===== config.mk =====
export PLATFORM = sky130hd
export DESIGN_NAME = flash_lock_region_protect
export DESIGN_NICKNAME = d
export VERILOG_FILES = /design/src/design/strap_sync.v /design/src/design/flash_lock_region_protect.v
export VERILOG_INCLUDE_DIRS = /design/src /design/src/pkg
export SDC_FILE = /design/constraint.sdc
export NUM_CORES = 1
export LEC_CHECK = 0
export ABC_AREA = 1
export BUFFER_PORTS_ARGS = -buffer_cell sky130_fd_sc_hd__buf_4
export CORE_ASPECT_RATIO = 0.8
export CORE_MARGIN = 2
export CORE_UTILIZATION = 57
export DETAILED_ROUTE_END_ITERATION = 6
export PLACE_DENSITY = 0.81
export SYNTH_ARGS = -nofsm -noshare
export SYNTH_HDL_FRONTEND = slang
export SYNTH_SLANG_ARGS = --single-unit

===== constraint.sdc =====
create_clock -name clk_i -period 2.27 [get_ports clk_i]
set_input_delay 0.3405 -clock clk_i [delete_from_list [all_inputs] [get_ports clk_i]]
set_output_delay 0.3405 -clock clk_i [all_outputs]
set_load 0.005 [all_outputs]

===== src/pkg/flash_lock_regs.vh =====
// Overview of operation
// - largest build has two controllers, 16 lock bits each, 32 regions of 64x256-byte pages.
// - single-controller large build has 16 regions of 64 pages of 256 bytes.
// - mid build has 8 regions and 8 lock bits, 64 pages of 256 bytes each.
// - small build has 16 regions of 32 pages of 128 bytes.
// - smallest build has 8 regions of 32 pages of 128 bytes.
// - erase or program aimed at a locked region aborts and sets the lock-error flag.
// - interrupt rises on lock error only when the mode-register enable bit is 1.
// - set-lock and clear-lock commands update the selected region's lock bit.
// - asserting the nonvolatile-clear pin clears every lock bit.
// - eight factory calibration bits ignore user writes and the clear pin.
// - test pin high, select 0 and 1 high, select 2 low enters fast programming.
// - fast port offers read, page program, page erase, full erase, lock, unlock, protect.
// - all four strap pins high for 10 seconds restores boot loader; then power cycle.
// - brownout detector enable follows general-purpose nonvolatile bit 0.
// - power-on or brownout unsafe supply inhibits all flash-modifying operations; the boot restore pulse is not gated by the supply.
`ifndef FLASH_LOCK_REGS_VH
`define FLASH_LOCK_REGS_VH

// ----------------------------------------------------------------------
// command codes
// ----------------------------------------------------------------------
`define CMD_READ        4'h0
`define CMD_PAGE_PROG   4'h1
`define CMD_PAGE_ERASE  4'h2
`define CMD_FULL_ERASE  4'h3
`define CMD_SET_LOCK    4'h4
`define CMD_CLR_LOCK    4'h5
`define CMD_PROTECT     4'h6
`define CMD_SET_GPNV    4'h7
`define CMD_CLR_GPNV    4'h8

// ----------------------------------------------------------------------
// status field positions and mode bit
// ----------------------------------------------------------------------
`define FSR_READY_BIT   0
`define FSR_LOCKERR_BIT 2
`define FSR_PROGE_BIT   3
`define FSR_PROT_BIT    4
`define FMR_LOCKERR_EN  2

// ----------------------------------------------------------------------
// reset values and timing
// ----------------------------------------------------------------------
`define CALIB_RESET     8'h5a
`define GPNV_RESET      2'h1
`define OP_CYCLES       8'h08
`define CLK_HZ          20000000
`define RECOVER_SEC     10
`define RECOVER_CYCLES  (`CLK_HZ * `RECOVER_SEC)

`endif


===== src/design/strap_sync.v =====
`timescale 1ns/1ps
// three-stage pin synchroniser, change accepted when stages two and three agree
module strap_sync #(
  parameter WIDTH = 4
) (
  input  wire             clk_i,
  input  wire             srst_i,
  input  wire [WIDTH-1:0] pin_i,
  output wire [WIDTH-1:0] level_o
);
  genvar g;

  // ----------------------------------------------------------------------
  // per-bit chain
  // ----------------------------------------------------------------------
  generate
    for (g = 0; g < WIDTH; g = g + 1) begin : bit_chain
      reg s1_reg;
      reg s2_reg;
      reg s3_reg;
      reg level_reg;
      // first stage feeds only the second to keep metastability contained
      always @(posedge clk_i) begin
        if (srst_i) begin
          s1_reg    <= 1'b0;
          s2_reg    <= 1'b0;
          s3_reg    <= 1'b0;
          level_reg <= 1'b0;
        end else begin
          s1_reg <= pin_i[g];
          s2_reg <= s1_reg;
          s3_reg <= s2_reg;
          if (s2_reg == s3_reg) begin
            level_reg <= s3_reg;
          end
        end
      end
      // each bit owns its registers, so every signal has one driver
      assign level_o[g] = level_reg;
    end
  endgenerate
endmodule


===== src/design/flash_lock_region_protect.v =====
`timescale 1ns/1ps
`include "flash_lock_regs.vh"
module flash_lock_region_protect #(
  parameter NUM_CTRL       = 2,        // 1 or 2 controllers
  parameter LOCK_BITS      = 16,       // lock bits per controller
  parameter PAGE_SHIFT     = 6,        // log2 pages per region: 6 -> 64, 5 -> 32
  parameter PAGE_BYTES     = 256,      // bytes per page (information only)
  parameter PAGE_W         = 11,       // width of target page number
  parameter RECOVER_CYCLES = `RECOVER_CYCLES
) (
  // clock and reset
  input  wire                           clk_i,
  input  wire                           srst_i,
  // command request
  input  wire                           cmd_valid_i,
  input  wire [3:0]                     cmd_code_i,
  input  wire [PAGE_W-1:0]              cmd_page_i,
  input  wire                           gpnv_sel_i,
  // mode register bits
  input  wire                           mode_wr_i,
  input  wire [7:0]                     mode_data_i,
  input  wire                           status_rd_i,
  // calibration write attempt (always refused)
  input  wire                           calib_wr_i,
  input  wire [7:0]                     calib_data_i,
  // supply monitors
  input  wire                           por_ok_i,
  input  wire                           bod_ok_i,
  // pins
  input  wire                           nv_clear_pin_i,
  input  wire                           test_mode_pin_i,
  input  wire                           mode_select_pin_0_i,
  input  wire                           mode_select_pin_1_i,
  input  wire                           mode_select_pin_2_i,
  // results
  output reg  [7:0]                     flash_status_reg_o,
  output reg  [7:0]                     flash_mode_reg_o,
  output reg  [NUM_CTRL*LOCK_BITS-1:0]  lock_bits_o,
  output reg                            irq_o,
  output reg                            busy_o,
  output reg                            op_start_o,
  output reg  [3:0]                     op_code_o,
  output reg  [PAGE_W-1:0]              op_page_o,
  output reg  [7:0]                     calib_o,
  output reg                            bod_enable_o,
  output reg                            fast_prog_port_en_o,
  output reg                            boot_restore_o,
  output reg                            power_cycle_req_o
);
  localparam NREG = NUM_CTRL * LOCK_BITS;
  localparam [7:0] OP_CYC = `OP_CYCLES;
  // one-hot states
  localparam [2:0] ST_IDLE = 3'b001;
  localparam [2:0] ST_BUSY = 3'b010;
  localparam [2:0] ST_DONE = 3'b100;

  wire [4:0] pins_sync;
  reg  [2:0] state_reg;
  reg  [7:0] cnt_reg;
  reg  [NREG-1:0] lock_reg;
  reg  [1:0] gpnv_reg;
  reg  [31:0] hold_reg;
  reg        lock_error_flag;
  reg        prog_err_reg;
  reg        prot_reg;
  reg        fast_mode_reg;
  reg        recover_done_reg;

  // ----------------------------------------------------------------------
  // strap synchronisers
  // ----------------------------------------------------------------------
  // clear pin is an outside pin as well, so it rides the same chain
  strap_sync #(
    .WIDTH (5)
  ) u_sync (
    .clk_i   (clk_i),
    .srst_i  (srst_i),
    .pin_i   ({nv_clear_pin_i, mode_select_pin_2_i, mode_select_pin_1_i, mode_select_pin_0_i, test_mode_pin_i}),
    .level_o (pins_sync)
  );

  // ----------------------------------------------------------------------
  // decode helpers
  // ----------------------------------------------------------------------
  // region from page: upper bits; both controllers see one flat index
  function [PAGE_W-1:0] region_of;
    input [PAGE_W-1:0] page;
    begin
      region_of = page >> PAGE_SHIFT;
    end
  endfunction

  // commands that change flash contents
  function is_modify;
    input [3:0] code;
    begin
      is_modify = (code == `CMD_PAGE_PROG) || (code == `CMD_PAGE_ERASE) ||
                  (code == `CMD_FULL_ERASE);
    end
  endfunction

  wire [PAGE_W-1:0] cmd_region = region_of(cmd_page_i);
  wire region_ok  = (cmd_region < NREG);
  wire region_lck = region_ok ? lock_reg[cmd_region[4:0] % NREG] : 1'b0;
  wire any_lock   = |lock_reg;
  wire supply_ok  = por_ok_i & bod_ok_i;
  wire fast_entry = pins_sync[0] & pins_sync[1] & pins_sync[2] & ~pins_sync[3];
  wire recover_pins = &pins_sync[3:0];
  wire clear_pin  = pins_sync[4];                              // acts a few cycles after the pin
  wire known_cmd  = (cmd_code_i <= `CMD_CLR_GPNV);
  // full erase is blocked when any region is locked
  wire locked_hit = (cmd_code_i == `CMD_FULL_ERASE) ? any_lock :
                    (is_modify(cmd_code_i) & region_lck);
  wire take       = cmd_valid_i & (state_reg == ST_IDLE);

  // ----------------------------------------------------------------------
  // command sequencer and lock bits
  // ----------------------------------------------------------------------
  // clear pin is level sensitive: it wins over any set-lock in flight
  always @(posedge clk_i) begin
    if (srst_i) begin
      state_reg       <= ST_IDLE;
      cnt_reg         <= 8'h00;
      lock_reg        <= {NREG{1'b0}};
      gpnv_reg        <= `GPNV_RESET;
      lock_error_flag <= 1'b0;
      prog_err_reg    <= 1'b0;
      prot_reg        <= 1'b0;
      op_start_o      <= 1'b0;
      op_code_o       <= 4'h0;
      op_page_o       <= {PAGE_W{1'b0}};
    end else begin
      op_start_o <= 1'b0;
      // status read clears error flags, but a new event wins
      if (status_rd_i) begin
        lock_error_flag <= 1'b0;
        prog_err_reg    <= 1'b0;
      end
      case (state_reg)
        ST_IDLE: begin
          if (take) begin
            if (!supply_ok || !known_cmd) begin
              prog_err_reg <= 1'b1;
            end else if (locked_hit) begin
              lock_error_flag <= 1'b1;
            end else begin
              op_start_o <= 1'b1;
              op_code_o  <= cmd_code_i;
              op_page_o  <= cmd_page_i;
              cnt_reg    <= OP_CYC;
              state_reg  <= ST_BUSY;
              case (cmd_code_i)
                `CMD_SET_LOCK: begin
                  if (region_ok) lock_reg[cmd_region[4:0] % NREG] <= 1'b1;
                end
                `CMD_CLR_LOCK: begin
                  if (region_ok) lock_reg[cmd_region[4:0] % NREG] <= 1'b0;
                end
                `CMD_PROTECT: prot_reg <= 1'b1;
                `CMD_SET_GPNV: gpnv_reg[gpnv_sel_i] <= 1'b1;
                `CMD_CLR_GPNV: gpnv_reg[gpnv_sel_i] <= 1'b0;
                default: ;
              endcase
            end
          end
        end
        ST_BUSY: begin
          if (!supply_ok) begin
            prog_err_reg <= 1'b1;
            state_reg    <= ST_DONE;
          end else if (cnt_reg == 8'h01) begin
            state_reg <= ST_DONE;
          end else begin
            cnt_reg <= cnt_reg - 8'h01;
          end
        end
        ST_DONE: state_reg <= ST_IDLE;
        default: state_reg <= ST_IDLE;
      endcase
      if (clear_pin && supply_ok) begin
        lock_reg <= {NREG{1'b0}};
        prot_reg <= 1'b0;
      end
    end
  end

  // ----------------------------------------------------------------------
  // calibration bits: factory value only
  // ----------------------------------------------------------------------
  // user write and clear pin are deliberately ignored
  always @(posedge clk_i) begin
    if (srst_i) begin
      calib_o <= `CALIB_RESET;
    end else begin
      calib_o <= `CALIB_RESET;
    end
  end

  // ----------------------------------------------------------------------
  // strap modes
  // ----------------------------------------------------------------------
  // hold counter is a parameter so simulation can shorten ten seconds
  always @(posedge clk_i) begin
    if (srst_i) begin
      hold_reg         <= 32'h0000_0000;
      fast_mode_reg    <= 1'b0;
      recover_done_reg <= 1'b0;
      boot_restore_o   <= 1'b0;
    end else begin
      fast_mode_reg  <= fast_entry;
      boot_restore_o <= 1'b0;
      if (!recover_pins) begin
        hold_reg <= 32'h0000_0000;
      end else if (!recover_done_reg) begin
        if (hold_reg == RECOVER_CYCLES - 1) begin
          boot_restore_o   <= 1'b1;
          recover_done_reg <= 1'b1;
        end else begin
          hold_reg <= hold_reg + 32'h0000_0001;
        end
      end
    end
  end

  // ----------------------------------------------------------------------
  // registered outputs
  // ----------------------------------------------------------------------
  always @(posedge clk_i) begin
    if (srst_i) begin
      flash_mode_reg_o    <= 8'h00;
      flash_status_reg_o  <= 8'h00;
      lock_bits_o         <= {NREG{1'b0}};
      irq_o               <= 1'b0;
      busy_o              <= 1'b0;
      bod_enable_o        <= 1'b0;
      fast_prog_port_en_o <= 1'b0;
      power_cycle_req_o   <= 1'b0;
    end else begin
      if (mode_wr_i) flash_mode_reg_o <= mode_data_i;
      flash_status_reg_o <= {3'h0, prot_reg, prog_err_reg, lock_error_flag, 1'b0,
                             (state_reg == ST_IDLE)};
      lock_bits_o  <= lock_reg;
      irq_o        <= lock_error_flag & flash_mode_reg_o[`FMR_LOCKERR_EN];
      busy_o       <= (state_reg != ST_IDLE);
      bod_enable_o <= gpnv_reg[0];
      fast_prog_port_en_o <= fast_mode_reg;
      power_cycle_req_o   <= recover_done_reg;
    end
  end
endmodule


==> results.sh, run 1 <==
export IMPL_setup_slack_ns=0.119
export IMPL_drt_iter0_drc=607
export IMPL_placed_area_um2=8500
export IMPL_firstDrtPassIters=7
export IMPL_final_hold_viol_count=0
export IMPL_crit_top_cell="nand3_1"
export IMPL_tightest_slew_ns=0.867
export IMPL_fin_crit_ns=2.15
export IMPL_finalCritPeriodShare_pct=94.8
export IMPL_dieArea_um2=14300
export IMPL_synth_cells=1098
export IMPL_fin_util_pct=70.1
export IMPL_grt_setup_unrepaired="no"
export IMPL_min_path_cells=3
export IMPL_port_buffers=101
export IMPL_rows=37
export IMPL_synth_cell_types=34
export IMPL_cap_violations=0
export IMPL_r2r_cells=8
export IMPL_yosys_warnings=0
export IMPL_leakage_nw=3.69
export IMPL_cts_setup_buffers=0
export IMPL_power_per_cell_area_nw_per_um2=689
export IMPL_maxSlewHeadroom_pct=42.2
export IMPL_p_seq_share_pct=47.9
export IMPL_clk_path_buf_depth=2
export IMPL_drt_antenna_violating_nets=0
export IMPL_whs_ns=0.113
export IMPL_crit_path_max_incr_delay_ns=0.44
export IMPL_worst_setup_path_type="flop to flop"
export IMPL_outcome="completed"
export IMPL_async_flop_share_pct=0
export IMPL_drt_wl_total_mm=18.5
export IMPL_hold_path_class="input pin to flop"
export IMPL_ys_seq_elements=167
export IMPL_coreArea_um2=13000
export IMPL_initial_core_util_pct=58.9
export IMPL_hpwlAfterDp_mm=12.5
export IMPL_hp_start="nv_clear_pin_i"
export IMPL_synth_edf_count=0
export IMPL_critPathLaunchType="flop"
export IMPL_grt_pass1_wl_mm=31.0
export IMPL_grtUsageTotal_pct=26.4
export IMPL_synth_flop_cell="dfxtp_1"
export IMPL_clkSlewWorstSetupHoldPaths_ns=0.07
export IMPL_cts_resized=0
export IMPL_vias=7135
export IMPL_drc_errors=0
export IMPL_syn_to_final_growth_pct=19.1
export IMPL_worstPathArrival_ns=2.50
export IMPL_antenna_found_initial=0
export IMPL_drive_above_1_share_pct=14.2
export IMPL_cp_required_ns=2.62
export IMPL_clock_skew_ns=0.00954
export IMPL_viasPerCell=5.16
export IMPL_cts_tree="yes"
export IMPL_slew_viol_final=0
export IMPL_worstPathCellList="nor4_1, nand3_1, o21ai_1, nand3_2, nor2_4, buf_12, nand3_1, a21oi_1"
export IMPL_grt_overflow=0
export IMPL_h_tree_depth=4
export IMPL_ir_worst_vdd_uv=613
export IMPL_p_clk_share_pct=45.0
export IMPL_grt_pass1_vias=6509
export IMPL_instances_no_fill=1384
export IMPL_dieHeight_um=108
export IMPL_synth_area_um2=7640
export IMPL_hold_path_endpoint="u_sync.bit_chain[4].s1_reg"
export IMPL_die_w_um=133
export IMPL_avgSynthCellArea_um2=6.96
export IMPL_numCtsBuffers=17
export IMPL_crit_fanout=32
export IMPL_setup_tns_ns=0
export IMPL_final_nets=1243
export IMPL_comb_power_share_pct=7.0
export IMPL_seq_area_frac_synth_pct=43.8
export IMPL_endpoint_kind="flop"
export IMPL_r2r_slack_ns=0.12
export IMPL_hold_buffers=0
export IMPL_placed_cells=1351
export IMPL_clkSinkCount=167
export IMPL_final_area_um2=9090
export IMPL_fin_total_pwr_mw=6.26
export IMPL_finalSetupViolCount=0
export IMPL_wl_per_cell_um=13.4
export IMPL_netSwitchingFraction_pct=25.7
export IMPL_gp_congestion=0.912
export IMPL_internal_power_mw=4.65
export IMPL_p_sw_mw=1.61
export IMPL_io_pins=123
export IMPL_root_buffer="clkbuf_16"
export IMPL_clock_latency_ns=0.43
export IMPL_grt_max_degree=90
export IMPL_slowest_stage="nor4_1"
export IMPL_max_freq_mhz=465
export IMPL_place_ws_ns=0.177
==> cells by family after synthesis <==
logic type,synth area share [%]
compound gates,10.3
xor+xnor,3.10
fa+ha+maj,0.492
buf+inv,11.7
flops,43.8
other cells,0.0983
simple gates,30.6
==> layer usage <==
layer	part of all wire (%)	GRT usage [%]	wire (µm)	vias to the layer above
met5	0	0	0	-
li1	-	-	-	3654
met2	42	39.4	7850	282
met3	9.6	6.73	1770	19
met4	0.81	6.91	150	0
met1	47	38.1	8740	3180
==> layout make-up <==
cell class                 instances  area, µm²
fill                            1138       3870
multi-input combinational        741       3440
sequential                       167       3340
timing repair buffer             120        938
inverter                         148        558
clock buffer                      19        453
tap                              175        219
clock inverter                    13        135
antenna                            1       2.50
==> synth_stat cells (3+ instances only) <==
cell type  instances  share of area (%)
a211oi_1           5               0.49
a21oi_1           93                6.1
buf_4             13                1.3
buf_6             12                1.8
clkbuf_1          25                1.2
dfxtp_1          167                 44
ha_1               3               0.49
inv_1            143                7.0
inv_2              4               0.20
nand2_1          230                 11
nand2_2            4               0.33
nand3_1           76                5.0
nand4_1           18                1.5
nor2_1           167                8.2
nor3_1            22                1.4
nor4_1            18                1.5
o21ai_0           22                1.4
o21ai_1           30                2.0
or2_2              3               0.25
xnor2_1            4               0.46
xor2_1            23                2.6
==> critical path: cells and delay by family (launching register included) <==
| kind | cells | cell delay, ns |
|---|---|---|
| flops | 1 | 0.34 |
| simple gates | 5 | 0.97 |
| compound gates | 2 | 0.55 |
| buf+inv | 1 | 0.19 |
==> cell usage in the layout, fill, tap and decap left out, types with 2 or more instances in the layout <==
| cell type | instances |
|---|---|
| nor3_1 | 22 |
| inv_1 | 143 |
| xnor2_1 | 4 |
| a21oi_1 | 93 |
| ha_1 | 3 |
| clkinv_4 | 5 |
| nor2_4 | 2 |
| a211oi_1 | 5 |
| dfxtp_1 | 167 |
| nor4_1 | 18 |
| clkbuf_16 | 17 |
| nand3_1 | 76 |
| o21ai_0 | 22 |
| or2_2 | 3 |
| xor2_1 | 23 |
| nand4_1 | 18 |
| inv_2 | 3 |
| clkbuf_8 | 2 |
| buf_12 | 3 |
| nor2_1 | 167 |
| nand2_2 | 4 |
| inv_6 | 2 |
| conb_1 | 12 |
| inv_8 | 3 |
| clkinv_8 | 2 |
| o21ai_1 | 29 |
| buf_4 | 117 |
| nand2_1 | 230 |
==> worst max path at each step <==
stage                              from      endpoint  slack, ns
after floorplan           cmd_page_i[6]  op_code_o[1]       0.48
after global placement    cmd_page_i[6]    cnt_reg[1]       0.22
after detailed placement  cmd_page_i[6]    cnt_reg[2]       0.18
after CTS                          flop          flop       0.17
after global routing               flop    cnt_reg[1]       0.01
final                              flop          flop       0.12
==> power groups by stage <==
stage | sequential [mW] | combinational (mW) | clock [mW]
after detailed placement | 3.07 | 0.433 | 0
after global routing | 3.01 | 0.492 | 3.00
final | 3.00 | 0.439 | 2.82
after CTS | 3.00 | 0.437 | 2.86
after global placement | 3.07 | 0.425 | 0
after floorplan | 3.07 | 0.290 | 0
No activity file was read; power rests on OpenSTA's default activity.
==> run 2: changes to the inputs <==
--- a/config.mk
+++ b/config.mk
@@ -8,11 +8,13 @@
 export LEC_CHECK = 0
 export ABC_AREA = 1
 export BUFFER_PORTS_ARGS = -buffer_cell sky130_fd_sc_hd__buf_4
+export CELL_PAD_IN_SITES_DETAIL_PLACEMENT = 1
+export CELL_PAD_IN_SITES_GLOBAL_PLACEMENT = 1
 export CORE_ASPECT_RATIO = 0.8
 export CORE_MARGIN = 2
-export CORE_UTILIZATION = 57
+export CORE_UTILIZATION = 40
 export DETAILED_ROUTE_END_ITERATION = 6
-export PLACE_DENSITY = 0.81
+export PLACE_DENSITY = 0.8
 export SYNTH_ARGS = -nofsm -noshare
 export SYNTH_HDL_FRONTEND = slang
 export SYNTH_SLANG_ARGS = --single-unit
==> run 2 against run 1 <==
First-iteration DRC count down 35%. Maximum frequency up 3.6%. Clock-buffer cell count down 2. Combinational power up 5.7%. Clock power about the same. Via count up 2.4%. Worst setup slack better by 0.074 ns. Sequential share of layout area down 0.57 points. Final area up 1.6%. Die area up 41%. Critical path type unchanged.
==> results.sh, run 2 (same netlist as run 1, synthesis figures left out) <==
export IMPL_firstDrtPassIters=5
export IMPL_port_buffers=101
export IMPL_max_freq_mhz=482
export IMPL_seqCellArea_um2=3340
export IMPL_clkSinkCount=167
export IMPL_h_tree_depth=4
export IMPL_placed_cells=1438
export IMPL_grt_setup_unrepaired="no"
export IMPL_cap_violations=0
export IMPL_final_common_cell="nand2_1"
export IMPL_met1_usage_pct=32.8
export IMPL_finalSetupViolCount=0
export IMPL_leakage_nw=3.71
export IMPL_worstPathCellList="ha_1, nand2_1, inv_1, nand2_1, nor2_1, nand4_1, nand2_4, inv_2, buf_4, nand3_1, nand2_1, a21oi_1"
export IMPL_drt_iter0_drc=397
export IMPL_dieArea_um2=20200
export IMPL_finalCritPeriodShare_pct=91.5
export IMPL_grtUsageTotal_pct=23.0
export IMPL_multi_input_area_um2=3450
export IMPL_grt_pass1_wl_mm=37.0
export IMPL_endpoint_kind="flop"
export IMPL_layout_common_cells="nand2_1 (229), nor2_1 (167), dfxtp_1 (167)"
export IMPL_tightest_slew_ns=0.571
export IMPL_die_w_um=158
export IMPL_rows=45
export IMPL_vias=7304
export IMPL_outcome="completed"
export IMPL_global_route_usage_met2_pct=35.7
export IMPL_coreArea_um2=18900
export IMPL_critPathLaunchType="flop"
export IMPL_diodes=0
export IMPL_viasPerCell=4.97
export IMPL_ir_worst_vdd_uv=394
export IMPL_drt_antenna_violating_nets=0
export IMPL_setup_tns_ns=0
export IMPL_fill_cells=2434
export IMPL_initial_core_util_pct=40.5
export IMPL_dieHeight_um=128
export IMPL_clock_skew_ns=0.0123
export IMPL_slowest_stage="dfxtp_1"
export IMPL_crit_fanout=18
export IMPL_hold_path_class="input pin to flop"
export IMPL_globalRouteMet3Util_pct=4.68
export IMPL_antenna_found_initial=0
export IMPL_drc_errors=0
export IMPL_gp_congestion=0.869
export IMPL_syn_to_final_growth_pct=20.9
export IMPL_wl_per_cell_um=15.1
export IMPL_grt_max_degree=90
export IMPL_drt_wl_total_mm=22.1
export IMPL_numCtsBuffers=17
export IMPL_drive_above_1_share_pct=14.5
export IMPL_maxSlewHeadroom_pct=61.4
export IMPL_crit_path_max_incr_delay_ns=0.39
export IMPL_worst_setup_path_type="flop to flop"
export IMPL_final_hold_viol_count=0
export IMPL_busiest_layer="met2"
export IMPL_crit_top_cell="nand2_1"
export IMPL_io_pins=123
export IMPL_instances_no_fill=1470
export IMPL_cp_required_ns=2.64
export IMPL_slew_viol_final=0
export IMPL_power_per_cell_area_nw_per_um2=682
export IMPL_fin_crit_ns=2.08
export IMPL_clk_path_buf_depth=2
export IMPL_cts_tree="yes"
export IMPL_root_buffer="clkbuf_16"
export IMPL_worstPathArrival_ns=2.44
export IMPL_clkSlewWorstSetupHoldPaths_ns=0.08
export IMPL_clock_latency_ns=0.44
export IMPL_hpwlAfterDp_mm=15.6
export IMPL_final_nets=1247
export IMPL_grt_pass1_vias=7269
export IMPL_grt_overflow=0
## run 2: report_power, final
group          leakage [nW]  internal [mW]  switching (mW)
logic                  2.07          0.169           0.295
clock network         0.284           1.47            1.37
registers              1.35           2.98          0.0253
total                  3.71           4.61            1.69
## run 2: final timing paths
check	from	endpoint	slack (ns)	depth (start not counted)
hold reg to reg	u_sync.bit_chain[3].s1_reg	u_sync.bit_chain[3].s2_reg	0.41	2
setup reg to reg	hold_reg[1]	hold_reg[29]	0.19	12
hold / removal	mode_select_pin_2_i	u_sync.bit_chain[3].s1_reg	0.10	3
setup / recovery	hold_reg[1]	hold_reg[29]	0.19	12
## run 2: metal layers
metal  wire, µm  share of wire, %
met2       9800                44
met3       1150               5.2
met5          0                 0
met1      10900                49
met4        237               1.1
## run 2: through the flow
step | area [µm²] | setup slack, ns | utilization, % | hold slack (ns) | total power, mW
floorplan | 7670 | 0.475 | - | 0.388 | 3.36
global placement | 8650 | 0.140 | 45.8 | 0.390 | 3.51
detailed placement | 8650 | 0.0941 | 45.8 | 0.399 | 3.53
CTS | 9230 | 0.0476 | 48.9 | 0.0953 | 6.37
global route | 9240 | 0.0134 | 49.0 | 0.108 | 6.56
finish | 9240 | 0.193 | 49.0 | 0.104 | 6.30
## run 2: what timing repair did
| item | CTS | global route |
|---|---|---|
| hold buffers | 0 | 0 |
| gates resized for setup | 0 | 2 |
| buffers inserted | 0 | 0 |
| endpoints found under the setup margin | 0 | 25 |
## run 2: layout make-up
class	instances	share of cell area [%]
multi-input cells	741	37.4
inverters	148	6.01
flip-flops and latches	167	36.2
clock inverters	15	1.71
clock buffers	17	4.61
well taps	258	3.49
repair buffers	124	10.6
## run 2: worst max-delay path: cells and delay by family, from the launching register on
kind	cells	cell delay (ns)
AO/OA/AOI/OAI	1	0.11
flip-flops	1	0.39
buffers and inverters	3	0.32
adder cells (fa/ha/maj)	1	0.23
AND/OR/NAND/NOR	7	0.94
